**src/common/etc_pkg.sv**
```systemverilog
// Constants, register map and types of the 8-bit timer/event counter.
// Assumes a 40 MHz system clock and a 32-bit Avalon-MM slave port.
//
// Functional notes
// - Set/reset level bits ignored in PWM mode.
// - PWM compare read may precede its transfer.
// - Start is asynchronous to count clock.
// - Pin level follows timer output enable and latch; port mode sets the output enable.
// - Non-PWM mode: match clears and restarts counter.
package etc_pkg;

  // ----------------------------------------------------------------
  // Register map.
  // ----------------------------------------------------------------
  localparam logic [4:0] ETC_OFS_CLK_SEL = 5'h00;
  localparam logic [4:0] ETC_OFS_MODE = 5'h04;
  localparam logic [4:0] ETC_OFS_COMPARE = 5'h08;
  localparam logic [4:0] ETC_OFS_COUNT = 5'h0c;
  localparam logic [4:0] ETC_OFS_IRQ_STATUS = 5'h10;
  localparam logic [4:0] ETC_OFS_IRQ_MASK = 5'h14;
  localparam logic [4:0] ETC_OFS_PORT = 5'h18;

  // ----------------------------------------------------------------
  // Field layouts and reset values.
  // ----------------------------------------------------------------
  localparam int ETC_SEL_W = 3;
  localparam logic [2:0] ETC_SEL_EXT = 3'h0;
  localparam logic [2:0] ETC_SEL_ONE = 3'h1;
  localparam logic [7:0] ETC_CNT_TOP = 8'hff;
  localparam logic [7:0] ETC_CMP_RST = 8'h00;
  localparam logic [7:0] ETC_CNT_RST = 8'h00;
  localparam logic [6:0] ETC_PRE_RST = 7'h00;
  localparam int ETC_IRQ_MATCH = 0;
  localparam int ETC_IRQ_OVF = 1;
  localparam int ETC_PORT_MODE_BIT = 0;
  localparam int ETC_PORT_LATCH_BIT = 1;

  typedef struct packed {
    logic count_enable_bit;
    logic operation_mode_bit;
    logic [1:0] rsvd;
    logic out_ff_set_level;
    logic out_ff_reset_level;
    logic output_mode_bit;
    logic timer_output_enable;
  } etc_mode_type;

  localparam etc_mode_type ETC_MODE_RST = '0;

endpackage

```
**src/hdl/etc_timer.sv**
```systemverilog
// 8-bit timer/event counter with compare, output flip-flop and PWM.
// Assumes one 40 MHz clock, an Avalon-MM slave port and an event pin.
`timescale 1ns/10ps
`default_nettype none

module etc_timer
  import etc_pkg::*;
(
  input wire logic SYS_CLK,
  input wire logic RST,
  input wire logic [4:0] AVS_ADDRESS,
  input wire logic AVS_READ,
  input wire logic AVS_WRITE,
  input wire logic [3:0] AVS_BYTEENABLE,
  input wire logic [31:0] AVS_WRITEDATA,
  output logic [31:0] AVS_READDATA,
  output logic AVS_WAITREQUEST,
  input wire logic EVENT_IN,
  output logic TIMER_PIN_O,
  output logic TIMER_PIN_OE,
  output logic IRQ
);

  // ----------------------------------------------------------------
  // Bus handshake.
  // ----------------------------------------------------------------
  logic req;
  logic ack_q;
  logic wr_go;
  logic lane0;
  logic [31:0] rdata_q;
  logic [31:0] rdata_d;

  assign req = AVS_READ | AVS_WRITE;
  assign AVS_WAITREQUEST = req & ~ack_q;
  assign wr_go = AVS_WRITE & ack_q;
  assign lane0 = AVS_BYTEENABLE[0];
  assign AVS_READDATA = rdata_q;

  always_ff @(posedge SYS_CLK or posedge RST) begin
    if (RST) begin
      ack_q <= 1'b0;
    end else begin
      ack_q <= req & ~ack_q;
    end
  end

  // ----------------------------------------------------------------
  // Registers.
  // ----------------------------------------------------------------
  logic [ETC_SEL_W-1:0] sel_q;
  etc_mode_type mode_q;
  etc_mode_type mode_wr;
  logic [7:0] cmp_buf_q;
  logic [7:0] cmp_act_q;
  logic [1:0] irq_stat_q;
  logic [1:0] irq_mask_q;
  logic [1:0] port_q;
  logic [7:0] cnt_q;
  logic out_q;
  logic pin_q;
  logic [1:0] irq_set;

  assign mode_wr = etc_mode_type'(AVS_WRITEDATA[7:0]);

  always_ff @(posedge SYS_CLK or posedge RST) begin
    if (RST) begin
      sel_q <= ETC_SEL_EXT;
      mode_q <= ETC_MODE_RST;
      irq_mask_q <= 2'h0;
      port_q <= 2'h0;
    end else if (wr_go && lane0) begin
      case (AVS_ADDRESS)
        ETC_OFS_CLK_SEL: sel_q <= AVS_WRITEDATA[ETC_SEL_W-1:0];
        ETC_OFS_MODE: mode_q <= mode_wr;
        ETC_OFS_IRQ_MASK: irq_mask_q <= AVS_WRITEDATA[1:0];
        ETC_OFS_PORT: port_q <= AVS_WRITEDATA[1:0];
        default: begin
        end
      endcase
    end
  end

  // Compare buffer takes writes at once; the active value follows it.
  always_ff @(posedge SYS_CLK or posedge RST) begin
    if (RST) begin
      cmp_buf_q <= ETC_CMP_RST;
    end else if (wr_go && lane0 && AVS_ADDRESS == ETC_OFS_COMPARE) begin
      cmp_buf_q <= AVS_WRITEDATA[7:0];
    end
  end

  always_ff @(posedge SYS_CLK or posedge RST) begin
    if (RST) begin
      rdata_q <= 32'h0000_0000;
    end else begin
      rdata_q <= rdata_d;
    end
  end

  always_comb begin
    rdata_d = 32'h0000_0000;
    if (AVS_READ && !ack_q) begin
      case (AVS_ADDRESS)
        ETC_OFS_CLK_SEL: rdata_d[ETC_SEL_W-1:0] = sel_q;
        ETC_OFS_MODE: rdata_d[7:0] = mode_q;
        ETC_OFS_COMPARE: rdata_d[7:0] = cmp_buf_q;
        ETC_OFS_COUNT: rdata_d[7:0] = cnt_q;
        ETC_OFS_IRQ_STATUS: rdata_d[1:0] = irq_stat_q;
        ETC_OFS_IRQ_MASK: rdata_d[1:0] = irq_mask_q;
        ETC_OFS_PORT: rdata_d[1:0] = port_q;
        default: rdata_d = 32'h0000_0000;
      endcase
    end
  end

  // ----------------------------------------------------------------
  // Count clock selection.
  // ----------------------------------------------------------------
  logic evt_s1_q;
  logic evt_s2_q;
  logic evt_s3_q;
  logic [6:0] pre_q;
  logic [6:0] pre_mask;
  logic tick;

  always_ff @(posedge SYS_CLK or posedge RST) begin
    if (RST) begin
      evt_s1_q <= 1'b0;
      evt_s2_q <= 1'b0;
      evt_s3_q <= 1'b0;
    end else begin
      evt_s1_q <= EVENT_IN;
      evt_s2_q <= evt_s1_q;
      evt_s3_q <= evt_s2_q;
    end
  end

  // The prescaler runs free, so the first tick after start floats.
  always_ff @(posedge SYS_CLK or posedge RST) begin
    if (RST) begin
      pre_q <= ETC_PRE_RST;
    end else begin
      pre_q <= pre_q + 7'h01;
    end
  end

  assign pre_mask = 7'((8'h01 << (sel_q - ETC_SEL_ONE)) - 8'h01);
  assign tick = (sel_q == ETC_SEL_EXT) ? (evt_s2_q & ~evt_s3_q)
                                       : ((pre_q & pre_mask) == pre_mask);

  // ----------------------------------------------------------------
  // Counter, compare and output flip-flop.
  // ----------------------------------------------------------------
  logic run;
  logic pwm;
  logic match;
  logic wrap;

  assign run = mode_q.count_enable_bit;
  assign pwm = mode_q.operation_mode_bit;
  assign match = run & tick & (cnt_q == cmp_act_q);
  assign wrap = run & tick & (cnt_q == ETC_CNT_TOP);

  always_ff @(posedge SYS_CLK or posedge RST) begin
    if (RST) begin
      cnt_q <= ETC_CNT_RST;
    end else if (!run) begin
      cnt_q <= ETC_CNT_RST;
    end else if (match && !pwm) begin
      cnt_q <= ETC_CNT_RST;
    end else if (tick) begin
      cnt_q <= cnt_q + 8'h01;
    end
  end

  // Outside PWM or while stopped the compare is live; running in PWM it moves over at wrap.
  always_ff @(posedge SYS_CLK or posedge RST) begin
    if (RST) begin
      cmp_act_q <= ETC_CMP_RST;
    end else if (!pwm || !run || wrap) begin
      cmp_act_q <= cmp_buf_q;
    end
  end

  always_ff @(posedge SYS_CLK or posedge RST) begin
    if (RST) begin
      out_q <= 1'b0;
    end else if (wr_go && lane0 && AVS_ADDRESS == ETC_OFS_MODE
                 && !mode_wr.operation_mode_bit
                 && (mode_wr.out_ff_set_level || mode_wr.out_ff_reset_level)) begin
      out_q <= mode_wr.out_ff_set_level;
    end else if (pwm) begin
      out_q <= run & ((cnt_q < cmp_act_q) ^ mode_q.output_mode_bit);
    end else if (match && mode_q.output_mode_bit) begin
      out_q <= ~out_q;
    end
  end

  // Pin follows the port latch; the timer drives it when enabled. Port mode only sets the output enable.
  always_ff @(posedge SYS_CLK or posedge RST) begin
    if (RST) begin
      pin_q <= 1'b0;
    end else begin
      pin_q <= mode_q.timer_output_enable ? out_q : port_q[ETC_PORT_LATCH_BIT];
    end
  end

  assign TIMER_PIN_O = pin_q;
  assign TIMER_PIN_OE = ~port_q[ETC_PORT_MODE_BIT];

  // ----------------------------------------------------------------
  // Interrupts.
  // ----------------------------------------------------------------
  assign irq_set[ETC_IRQ_MATCH] = match;
  assign irq_set[ETC_IRQ_OVF] = wrap;

  // A new event wins over a clear in the same cycle.
  always_ff @(posedge SYS_CLK or posedge RST) begin
    if (RST) begin
      irq_stat_q <= 2'h0;
    end else if (wr_go && lane0 && AVS_ADDRESS == ETC_OFS_IRQ_STATUS) begin
      irq_stat_q <= (irq_stat_q & ~AVS_WRITEDATA[1:0]) | irq_set;
    end else begin
      irq_stat_q <= irq_stat_q | irq_set;
    end
  end

  assign IRQ = |(irq_stat_q & irq_mask_q);

endmodule

`default_nettype wire

```
**config.mk**
```make
export PLATFORM = sky130hd
export DESIGN_NAME = etc_timer
export DESIGN_NICKNAME = d
export VERILOG_FILES = /design/src/common/etc_pkg.sv /design/src/hdl/etc_timer.sv
export SDC_FILE = /design/constraint.sdc
export NUM_CORES = 1
export LEC_CHECK = 0
export BUFFER_PORTS_ARGS = -buffer_cell sky130_fd_sc_hd__buf_2
export CAP_MARGIN = 25
export CELL_PAD_IN_SITES_DETAIL_PLACEMENT = 2
export CELL_PAD_IN_SITES_GLOBAL_PLACEMENT = 2
export CORE_MARGIN = 2
export CORE_UTILIZATION = 34
export DETAILED_ROUTE_END_ITERATION = 8
export PLACE_DENSITY_LB_ADDON = 0.05
export SLEW_MARGIN = 5
export SYNTH_ARGS = -nofsm -noshare
export SYNTH_HDL_FRONTEND = slang
export SYNTH_SLANG_ARGS = --single-unit
```
**constraint.sdc**
```tcl
create_clock -name SYS_CLK -period 4.25 [get_ports SYS_CLK]
set_input_delay 0.425 -clock SYS_CLK [delete_from_list [all_inputs] [get_ports SYS_CLK]]
set_output_delay 0.425 -clock SYS_CLK [all_outputs]
set_load 0.02 [all_outputs]
```
==> flow_summary.ini, run 1 <==
[run_status]
outcome = finished clean

[global_routing]
first_global_vias = 2830
grt_usage = 0.177
grt_max_degree = 63
grt_pass1_wl_mm = 15.0
antenna_found_initial = 0
grt_overflow_total = 0

[sta]
tns_ns = 0
skew_ns = 0.00506
final.setup.worst_slack_ns = 0.838
tightest_slew_ns = 0.814
holdWs_ns = 0.190
finalSetupViolCount = 0
rsz0062_at_grt = false
relSlewSlack = 0.457
drv_slew = 0
fin_crit_ns = 3.41
finalHoldViolCount = 0
clock.fmax_mhz = 293
post-route-period-util = 0.803

[place]
routabilityCongestion = 0.767
dp_hpwl_mm = 6.54
post-place-ws_ns = 0.828
dp_cells = 477
numPortBuffers = 30

[clock_tree]
tritoncts = yes
post_cts_buffers = 0
clk_path_buf_depth = 2
clockRootBuffer = clkbuf_8
cts_buffers = 9
cts.clk_slew.worst_paths_ns = 0.07
clk_latency_ns = 0.34
post_cts_resize_count = 0
cts_hold_buf = 0
cts-htree-levels = 3
cts_sinks = 62

[die]
initial_core_util = 0.353
core_area_sq_mm = 0.00986
die_area_sq_mm = 0.0111
placementRows = 36
ios = 82
die_w_microns = 105
die_h_microns = 105

[setup_path]
required_ns = 4.48
r2r_start = sel_q[2]
crit_path_end_kind = flop
r2r-end = cmp_act_q[0]
crit_start = sel_q[2]
worst-r2r-setup-slack_ns = 0.84
start_kind = flop
crit_fanout = 13
worstSetupPathType = flop to flop
worstPathArrival_ns = 3.64
reg2reg_depth = 8

[min_path]
min_from = EVENT_IN
hp-class = primary input to flop
whs_endpoint = evt_s1_q
hold_depth = 1

[pwr]
p_leak_uw = 0.00176
power.density_mw_per_mm2 = 368
vdd_ir_drop_max_uv = 122

[logic_synthesis]
yosys_most_used_dff = dfrtp_1
synth_top_family_by_area = simple AND/OR/NAND/NOR gates
yosys-top-cells-area = dfrtp_1 45%, mux2_2 9.1%, buf_4 5.2%
ys_ff_latch = 62
synth_compound_area_frac = 0.136
ys_seq_area_frac = 0.446
synth-xor-area-share = 0.0151
synth_top_area_share = 0.446
async_flop_share = 1.00
synth_cell_type_count = 59
muxShareOfSynthArea = 0.122
synth_edf_count = 0
synth_fa_ha_area_frac = 0.0396
synth-simple-area-share = 0.147
syn_inst = 329
synth-warning-count = 0
yosys.area.top_type = dfrtp_1
synth_area_per_cell_sq_um = 10.6
synthesis.area_sq_mm = 0.00348

[finish]
area_growth_pct = 10.4
num-nets-final = 412
final_core_util = 0.389
instances_no_fill = 493
num_antenna_cells = 0
drive_gt1_frac = 0.261
layout_common_cells = 62 x dfrtp_1, 30 x buf_2, 28 x mux2_2
layout_commonest_cell = dfrtp_1

[detailed_routing]
wl_met1_mm = 4.40
drt-wirelength-per-cell_microns = 18.4
ant_nets = 0
routed.top_layer = met4
drcViolationCount = 0
dr.pass1.iters = 4
routed_wirelength_mm = 9.07
viasPerCell = 5.12
drt_iter0_markers = 39
wl_met2_mm = 4.28
wl_met3_microns = 192
vias = 2523

[job]
maxCapViolations = 0
cell families after synthesis:
kind of cell    count (synthesis)
fa+ha+maj                      11
flops                          62
buf+inv                        56
mux                            35
other cells                     1
xor+xnor                        6
compound gates                 60
simple gates                   98
cell usage after synthesis (4+ instances only):
library cell  instances
xnor2_1               5
ha_1                 11
and3_1                6
nor2b_1               6
o21ai_0              18
dfrtp_1              62
mux2_2               28
nand3_1              13
a41oi_1               4
clkbuf_1             11
inv_1                16
nand2_1              27
nor2_1               18
buf_4                24
mux2i_1               4
or2_2                 4
a21oi_1               6
a22oi_1               5
critical path, cell delays in order (launching register included):
cell	delay (ns)
dfrtp_1	0.52
or3b_2	0.52
ha_1	0.23
and2b_1	0.17
a21oi_1	0.22
o221ai_2	0.16
or3_1	0.56
a41oi_4	0.52
mux2_2	0.39
routing by layer:
layer / global-route usage / up-vias
li1: - / 1182
met1: 0.233 / 1293
met2: 0.288 / 35
met3: 0.0281 / 13
met4: 0.0743 / 0
met5: 0 / -
cell type report:
class	count	area, sq um
fill	1072	6030
multi-input combinational	234	1690
sequential	62	1550
tap	133	166
timing repair buffer	32	165
clock buffer	13	159
inverter	16	60.1
clock inverter	3	42.5
per-stage QoR:
stage | power (uW) | area (sq um)
3_5_place_dp | 887 | 3640
4_1_cts | 1440 | 3840
6_report | 1410 | 3840
2_1_floorplan | 837 | 3560
5_1_grt | 1490 | 3840
3_3_place_gp | 879 | 3640
where the power goes:
part	internal, uW	total [uW]	switching, uW
combinational	81.8	206	124
clock	303	542	239
sequential	626	667	40.9
total	1010	1410	404
registers in the layout, summed over array words and instances (netlist names), 2 cells and up:
signal and cells:
irq_mask_q 2, port_q 2, AVS_READDATA 8, mode_q 6, sel_q 3, cmp_buf_q 8
pre_q 7, cmp_act_q 8, irq_stat_q 2, cnt_q 8
how the worst max path moves through the flow:
stage | end | slack, ns | depth (start not counted)
global route | cmp_act_q[0] | 0.63 | 8
floorplan | cmp_act_q[0] | 1.32 | 10
finish | cmp_act_q[0] | 0.84 | 8
global placement | cmp_act_q[3] | 0.88 | 8
detailed placement | cmp_act_q[0] | 0.83 | 8
CTS | cmp_act_q[1] | 0.82 | 8
Power figures use the tool's default switching activity.
==> inputs of run 2 (changes only) <==
==> constraint.sdc (replaced) <==
create_clock -name SYS_CLK -period 3.5 [get_ports SYS_CLK]
set_input_delay 0.35 -clock SYS_CLK [delete_from_list [all_inputs] [get_ports SYS_CLK]]
set_output_delay 0.35 -clock SYS_CLK [all_outputs]
set_load 0.02 [all_outputs]
==> run 2 against run 1 <==
Against the previous run:
- design area up 1.3%
- largest power group unchanged
- die area unchanged
- sequential share of layout area decreased by 0.53 points
- highest routed layer unchanged
==> flow_summary.ini, run 2 (synthesized netlist as in run 1, its figures left out) <==
[finish]
drive_gt1_frac = 0.271
num_antenna_cells = 0
layout_common_cells = 62 x dfrtp_1, 30 x buf_2, 28 x mux2_2
num-nets-final = 417
layout_commonest_cell = dfrtp_1
area_growth_pct = 11.8

[global_routing]
grt_max_degree = 34
grt_pass1_wl_mm = 15.1
grt_overflow_total = 0
grt_usage = 0.177
first_global_vias = 2780
antenna_found_initial = 0

[clock_tree]
clockRootBuffer = clkbuf_8
cts.clk_slew.worst_paths_ns = 0.07
post_cts_resize_count = 0
cts_buffers = 9
clk_path_buf_depth = 2
cts_sinks = 62
tritoncts = yes
cts-htree-levels = 3
post_cts_buffers = 0
cts_hold_buf = 0
clk_latency_ns = 0.34

[pwr]
p_seq_frac = 0.449
power.net_switching_uw = 496
switching_share = 0.279
combinationalPowerShare = 0.148
pwr-share-clk = 0.403
power.density_mw_per_mm2 = 457
p_leak_uw = 0.00180
vdd_ir_drop_max_uv = 214
p_int_uw = 1280

[sta]
post-route-period-util = 0.894
relSlewSlack = 0.564
fin_crit_ns = 3.13
tns_ns = 0
drv_slew = 0
final.setup.worst_slack_ns = 0.371
rsz0062_at_grt = false
clock.fmax_mhz = 320
skew_ns = 0.00979
finalSetupViolCount = 0
finalHoldViolCount = 0
tightest_slew_ns = 0.655

[setup_path]
start_kind = flop
slowest_delay_ns = 0.49
worstPathArrival_ns = 3.36
crit_path_end_kind = flop
required_ns = 3.73
crit_path_top_delay_cell = a41oi_4
cp_cell_sequence = or3b_2 -> ha_1 -> and2b_1 -> a21oi_1 -> o221ai_2 -> or3_1 -> a41oi_4 -> mux2_2
crit_fanout = 8
worstSetupPathType = flop to flop
critPathTopFamily = simple AND/OR/NAND/NOR gates
cp_num_buf_inv = 0

[min_path]
hp-class = primary input to async pin

[detailed_routing]
ant_nets = 0
vias = 2549
dr.pass1.iters = 4
viasPerCell = 5.12
drt_iter0_markers = 64
routed_wirelength_mm = 9.09
drt-wirelength-per-cell_microns = 18.2
drcViolationCount = 0

[die]
placementRows = 36
die_h_microns = 105
ios = 82
core_area_sq_mm = 0.00986
initial_core_util = 0.353
die_area_sq_mm = 0.0111
die_w_microns = 105

[job]
maxCapViolations = 0

[place]
numPortBuffers = 30
routabilityCongestion = 0.785
dp_hpwl_mm = 6.81
post-place-ws_ns = 0.380

[run_status]
outcome = finished clean
==> run 2: final cells by class <==
cell class | count | area [sq um]
inverter | 16 | 60.1
fill | 1061 | 5970
clock inverter | 4 | 70.1
clock buffer | 12 | 145
timing repair buffer | 37 | 203
multi-input combinational | 234 | 1690
tap | 133 | 166
sequential | 62 | 1550
==> run 2: power groups by stage <==
stage / sequential [uW] / clock [uW] / combinational, uW
floorplan: 795 / 0 / 221
global placement: 811 / 0 / 260
detailed placement: 814 / 0 / 267
CTS: 800 / 732 / 268
global route: 807 / 764 / 294
finish: 799 / 717 / 263
==> run 2: final timing paths <==
| kind | startpoint | end | slack, ns | cells past startpoint |
|---|---|---|---|---|
| worst max-delay path | sel_q[0] | cmp_act_q[4] | 0.37 | 8 |
| worst max register to register | sel_q[0] | cmp_act_q[4] | 0.37 | 8 |
| worst min register to register | evt_s1_q | evt_s2_q | 0.36 | 0 |
| worst min-delay path | RST | cnt_q[5] | 0.09 | 2 |
| max in group asynchronous | RST | mode_q[1] | 2.52 | 3 |
| min in group SYS_CLK | EVENT_IN | evt_s1_q | 0.11 | 1 |
==> run 2: routing by layer <==
layer,track usage,vias up,share of wire
met5,0,-,0
li1,-,1192,-
met4,0.0581,0,0.013
met2,0.288,29,0.49
met1,0.241,1317,0.47
met3,0.0287,11,0.021
==> run 2: stage by stage <==
step	util	hold slack [ns]	cells	power [uW]	cell area [sq um]
final	0.394	0.0938	498	1780	3890
after CTS	0.394	0.0978	498	1800	3890
after detailed placement	0.373	0.347	482	1080	3670
after global routing	0.394	0.109	498	1860	3890
after floorplan	-	0.331	352	1020	3560
after global placement	0.373	0.336	482	1070	3670
==> inputs of run 3 (changes only) <==
--- a/config.mk
+++ b/config.mk
@@ -12,7 +12,7 @@
 export CORE_MARGIN = 2
 export CORE_UTILIZATION = 34
 export DETAILED_ROUTE_END_ITERATION = 8
-export PLACE_DENSITY_LB_ADDON = 0.05
+export PLACE_DENSITY_LB_ADDON = 0.1
 export SLEW_MARGIN = 5
 export SYNTH_ARGS = -nofsm -noshare
 export SYNTH_HDL_FRONTEND = slang
==> run 3 against run 2 <==
Against the previous run:
- critical path depth stayed put
- clock power is 16% lower
- non-clock buffer count is 2 higher
- sequential share of layout area is 0.14 points higher
- die area stayed put
==> flow_summary.ini, run 3 (synthesized netlist as in run 1, its figures left out) <==
[pwr]
vdd_ir_drop_max_uv = 176
power.density_mw_per_mm2 = 430
p_leak_uw = 0.00179

[run_status]
outcome = finished clean

[sta]
tns_ns = 0
clock.fmax_mhz = 326
relSlewSlack = 0.525
rsz0062_at_grt = false
tightest_slew_ns = 0.711
finalHoldViolCount = 0
post-route-period-util = 0.877
skew_ns = 0.00953
final.setup.worst_slack_ns = 0.431
holdWs_ns = 0.117
fin_crit_ns = 3.07
finalSetupViolCount = 0
drv_slew = 0

[setup_path]
cp_num_buf_inv = 0
slowest_delay_ns = 0.46
worstSetupPathType = flop to flop
critPathTopFamily = simple AND/OR/NAND/NOR gates
start_kind = flop
required_ns = 3.72
worstPathArrival_ns = 3.29
crit_path_top_delay_cell = or3b_2
crit_path_end_kind = flop
cp_cell_sequence = or3b_2 -> ha_1 -> and2b_1 -> a21oi_1 -> o221ai_2 -> or3_1 -> a41oi_4 -> mux2_2
crit_fanout = 8

[finish]
drive_gt1_frac = 0.278
fin_area_sq_mm = 0.00388
final_core_util = 0.393
num_antenna_cells = 0
layout_common_cells = 62 x dfrtp_1, 30 x buf_2, 28 x mux2_2
layout_commonest_cell = dfrtp_1
num-nets-final = 419
area_growth_pct = 11.4

[detailed_routing]
drcViolationCount = 0
drt_iter0_markers = 59
dr.pass1.iters = 4
viasPerCell = 5.11
vias = 2553
ant_nets = 0
drt-wirelength-per-cell_microns = 18.2
routed_wirelength_mm = 9.11

[place]
dp_hpwl_mm = 6.76
numPortBuffers = 30
placed_area_sq_mm = 0.00369
post-place-ws_ns = 0.439
routabilityCongestion = 0.754

[global_routing]
grt_pass1_wl_mm = 15.2
grt_max_degree = 33
first_global_vias = 2787
grt_overflow_total = 0
antenna_found_initial = 0
grt_usage = 0.179

[clock_tree]
cts_buffers = 9
clk_path_buf_depth = 2
cts_sinks = 62
clk_latency_ns = 0.34
cts-htree-levels = 3
cts_hold_buf = 0
clockRootBuffer = clkbuf_8
post_cts_buffers = 0
cts.clk_slew.worst_paths_ns = 0.07
post_cts_resize_count = 0
tritoncts = yes

[min_path]
hp-class = primary input to flop

[die]
core_area_sq_mm = 0.00986
die_h_microns = 105
die_area_sq_mm = 0.0111
ios = 82
placementRows = 36
die_w_microns = 105
initial_core_util = 0.353

[job]
maxCapViolations = 0
==> run 3: cell types whose count changed in the layout (fill, tap and decap cells not counted) <==
cell / previous run / this run
clkbuf_1: 2 / 1
buf_4: 7 / 9
clkbuf_8: 10 / 12
bufinv_16: 2 / 0
clkinvlp_4: 0 / 1
==> run 3: metal layers <==
metal | vias to the layer above | wire, microns | part of all wire | global-route usage
met4 | 0 | 90 | 0.0099 | 0.0524
met1 | 1320 | 4260 | 0.47 | 0.233
met3 | 8 | 231 | 0.025 | 0.0362
met5 | - | 0 | 0 | 0
li1 | 1193 | - | - | -
met2 | 32 | 4530 | 0.50 | 0.301
==> run 3: worst paths after layout <==
kind / endpoint / from / cells past startpoint / slack, ns
setup / recovery: cmp_act_q[0] / sel_q[0] / 8 / 0.43
hold / removal: evt_s1_q / EVENT_IN / 1 / 0.12
setup reg to reg: cmp_act_q[0] / sel_q[0] / 8 / 0.43
hold reg to reg: evt_s2_q / evt_s1_q / 0 / 0.35
max in group asynchronous: ack_q / RST / 3 / 2.65
min in group asynchronous: cmp_buf_q[5] / RST / 2 / 0.13
==> run 3: final cells by class <==
class,instances,area [sq um]
fillers,1078,5990
multi-input cells,234,1690
flip-flops and latches,62,1550
repair buffers,39,218
clock buffers,13,169
well taps,133,166
inverters,16,60.1
clock inverters,3,17.5
==> run 3: power by group <==
group          internal (uW)  leakage [uW]  switching, uW  total [uW]
clock network            313     0.0000954            287         600
logic                    105      0.000879            163         268
registers                760      0.000817           39.2         799
total                   1180       0.00179            489        1670
==> run 3: per-stage QoR <==
| stage | instances | power [uW] |
|---|---|---|
| 4_1_cts | 500 | 1700 |
| 5_1_grt | 500 | 1770 |
| 6_report | 500 | 1670 |
| 3_5_place_dp | 484 | 1080 |
| 2_1_floorplan | 352 | 1020 |
| 3_3_place_gp | 484 | 1070 |
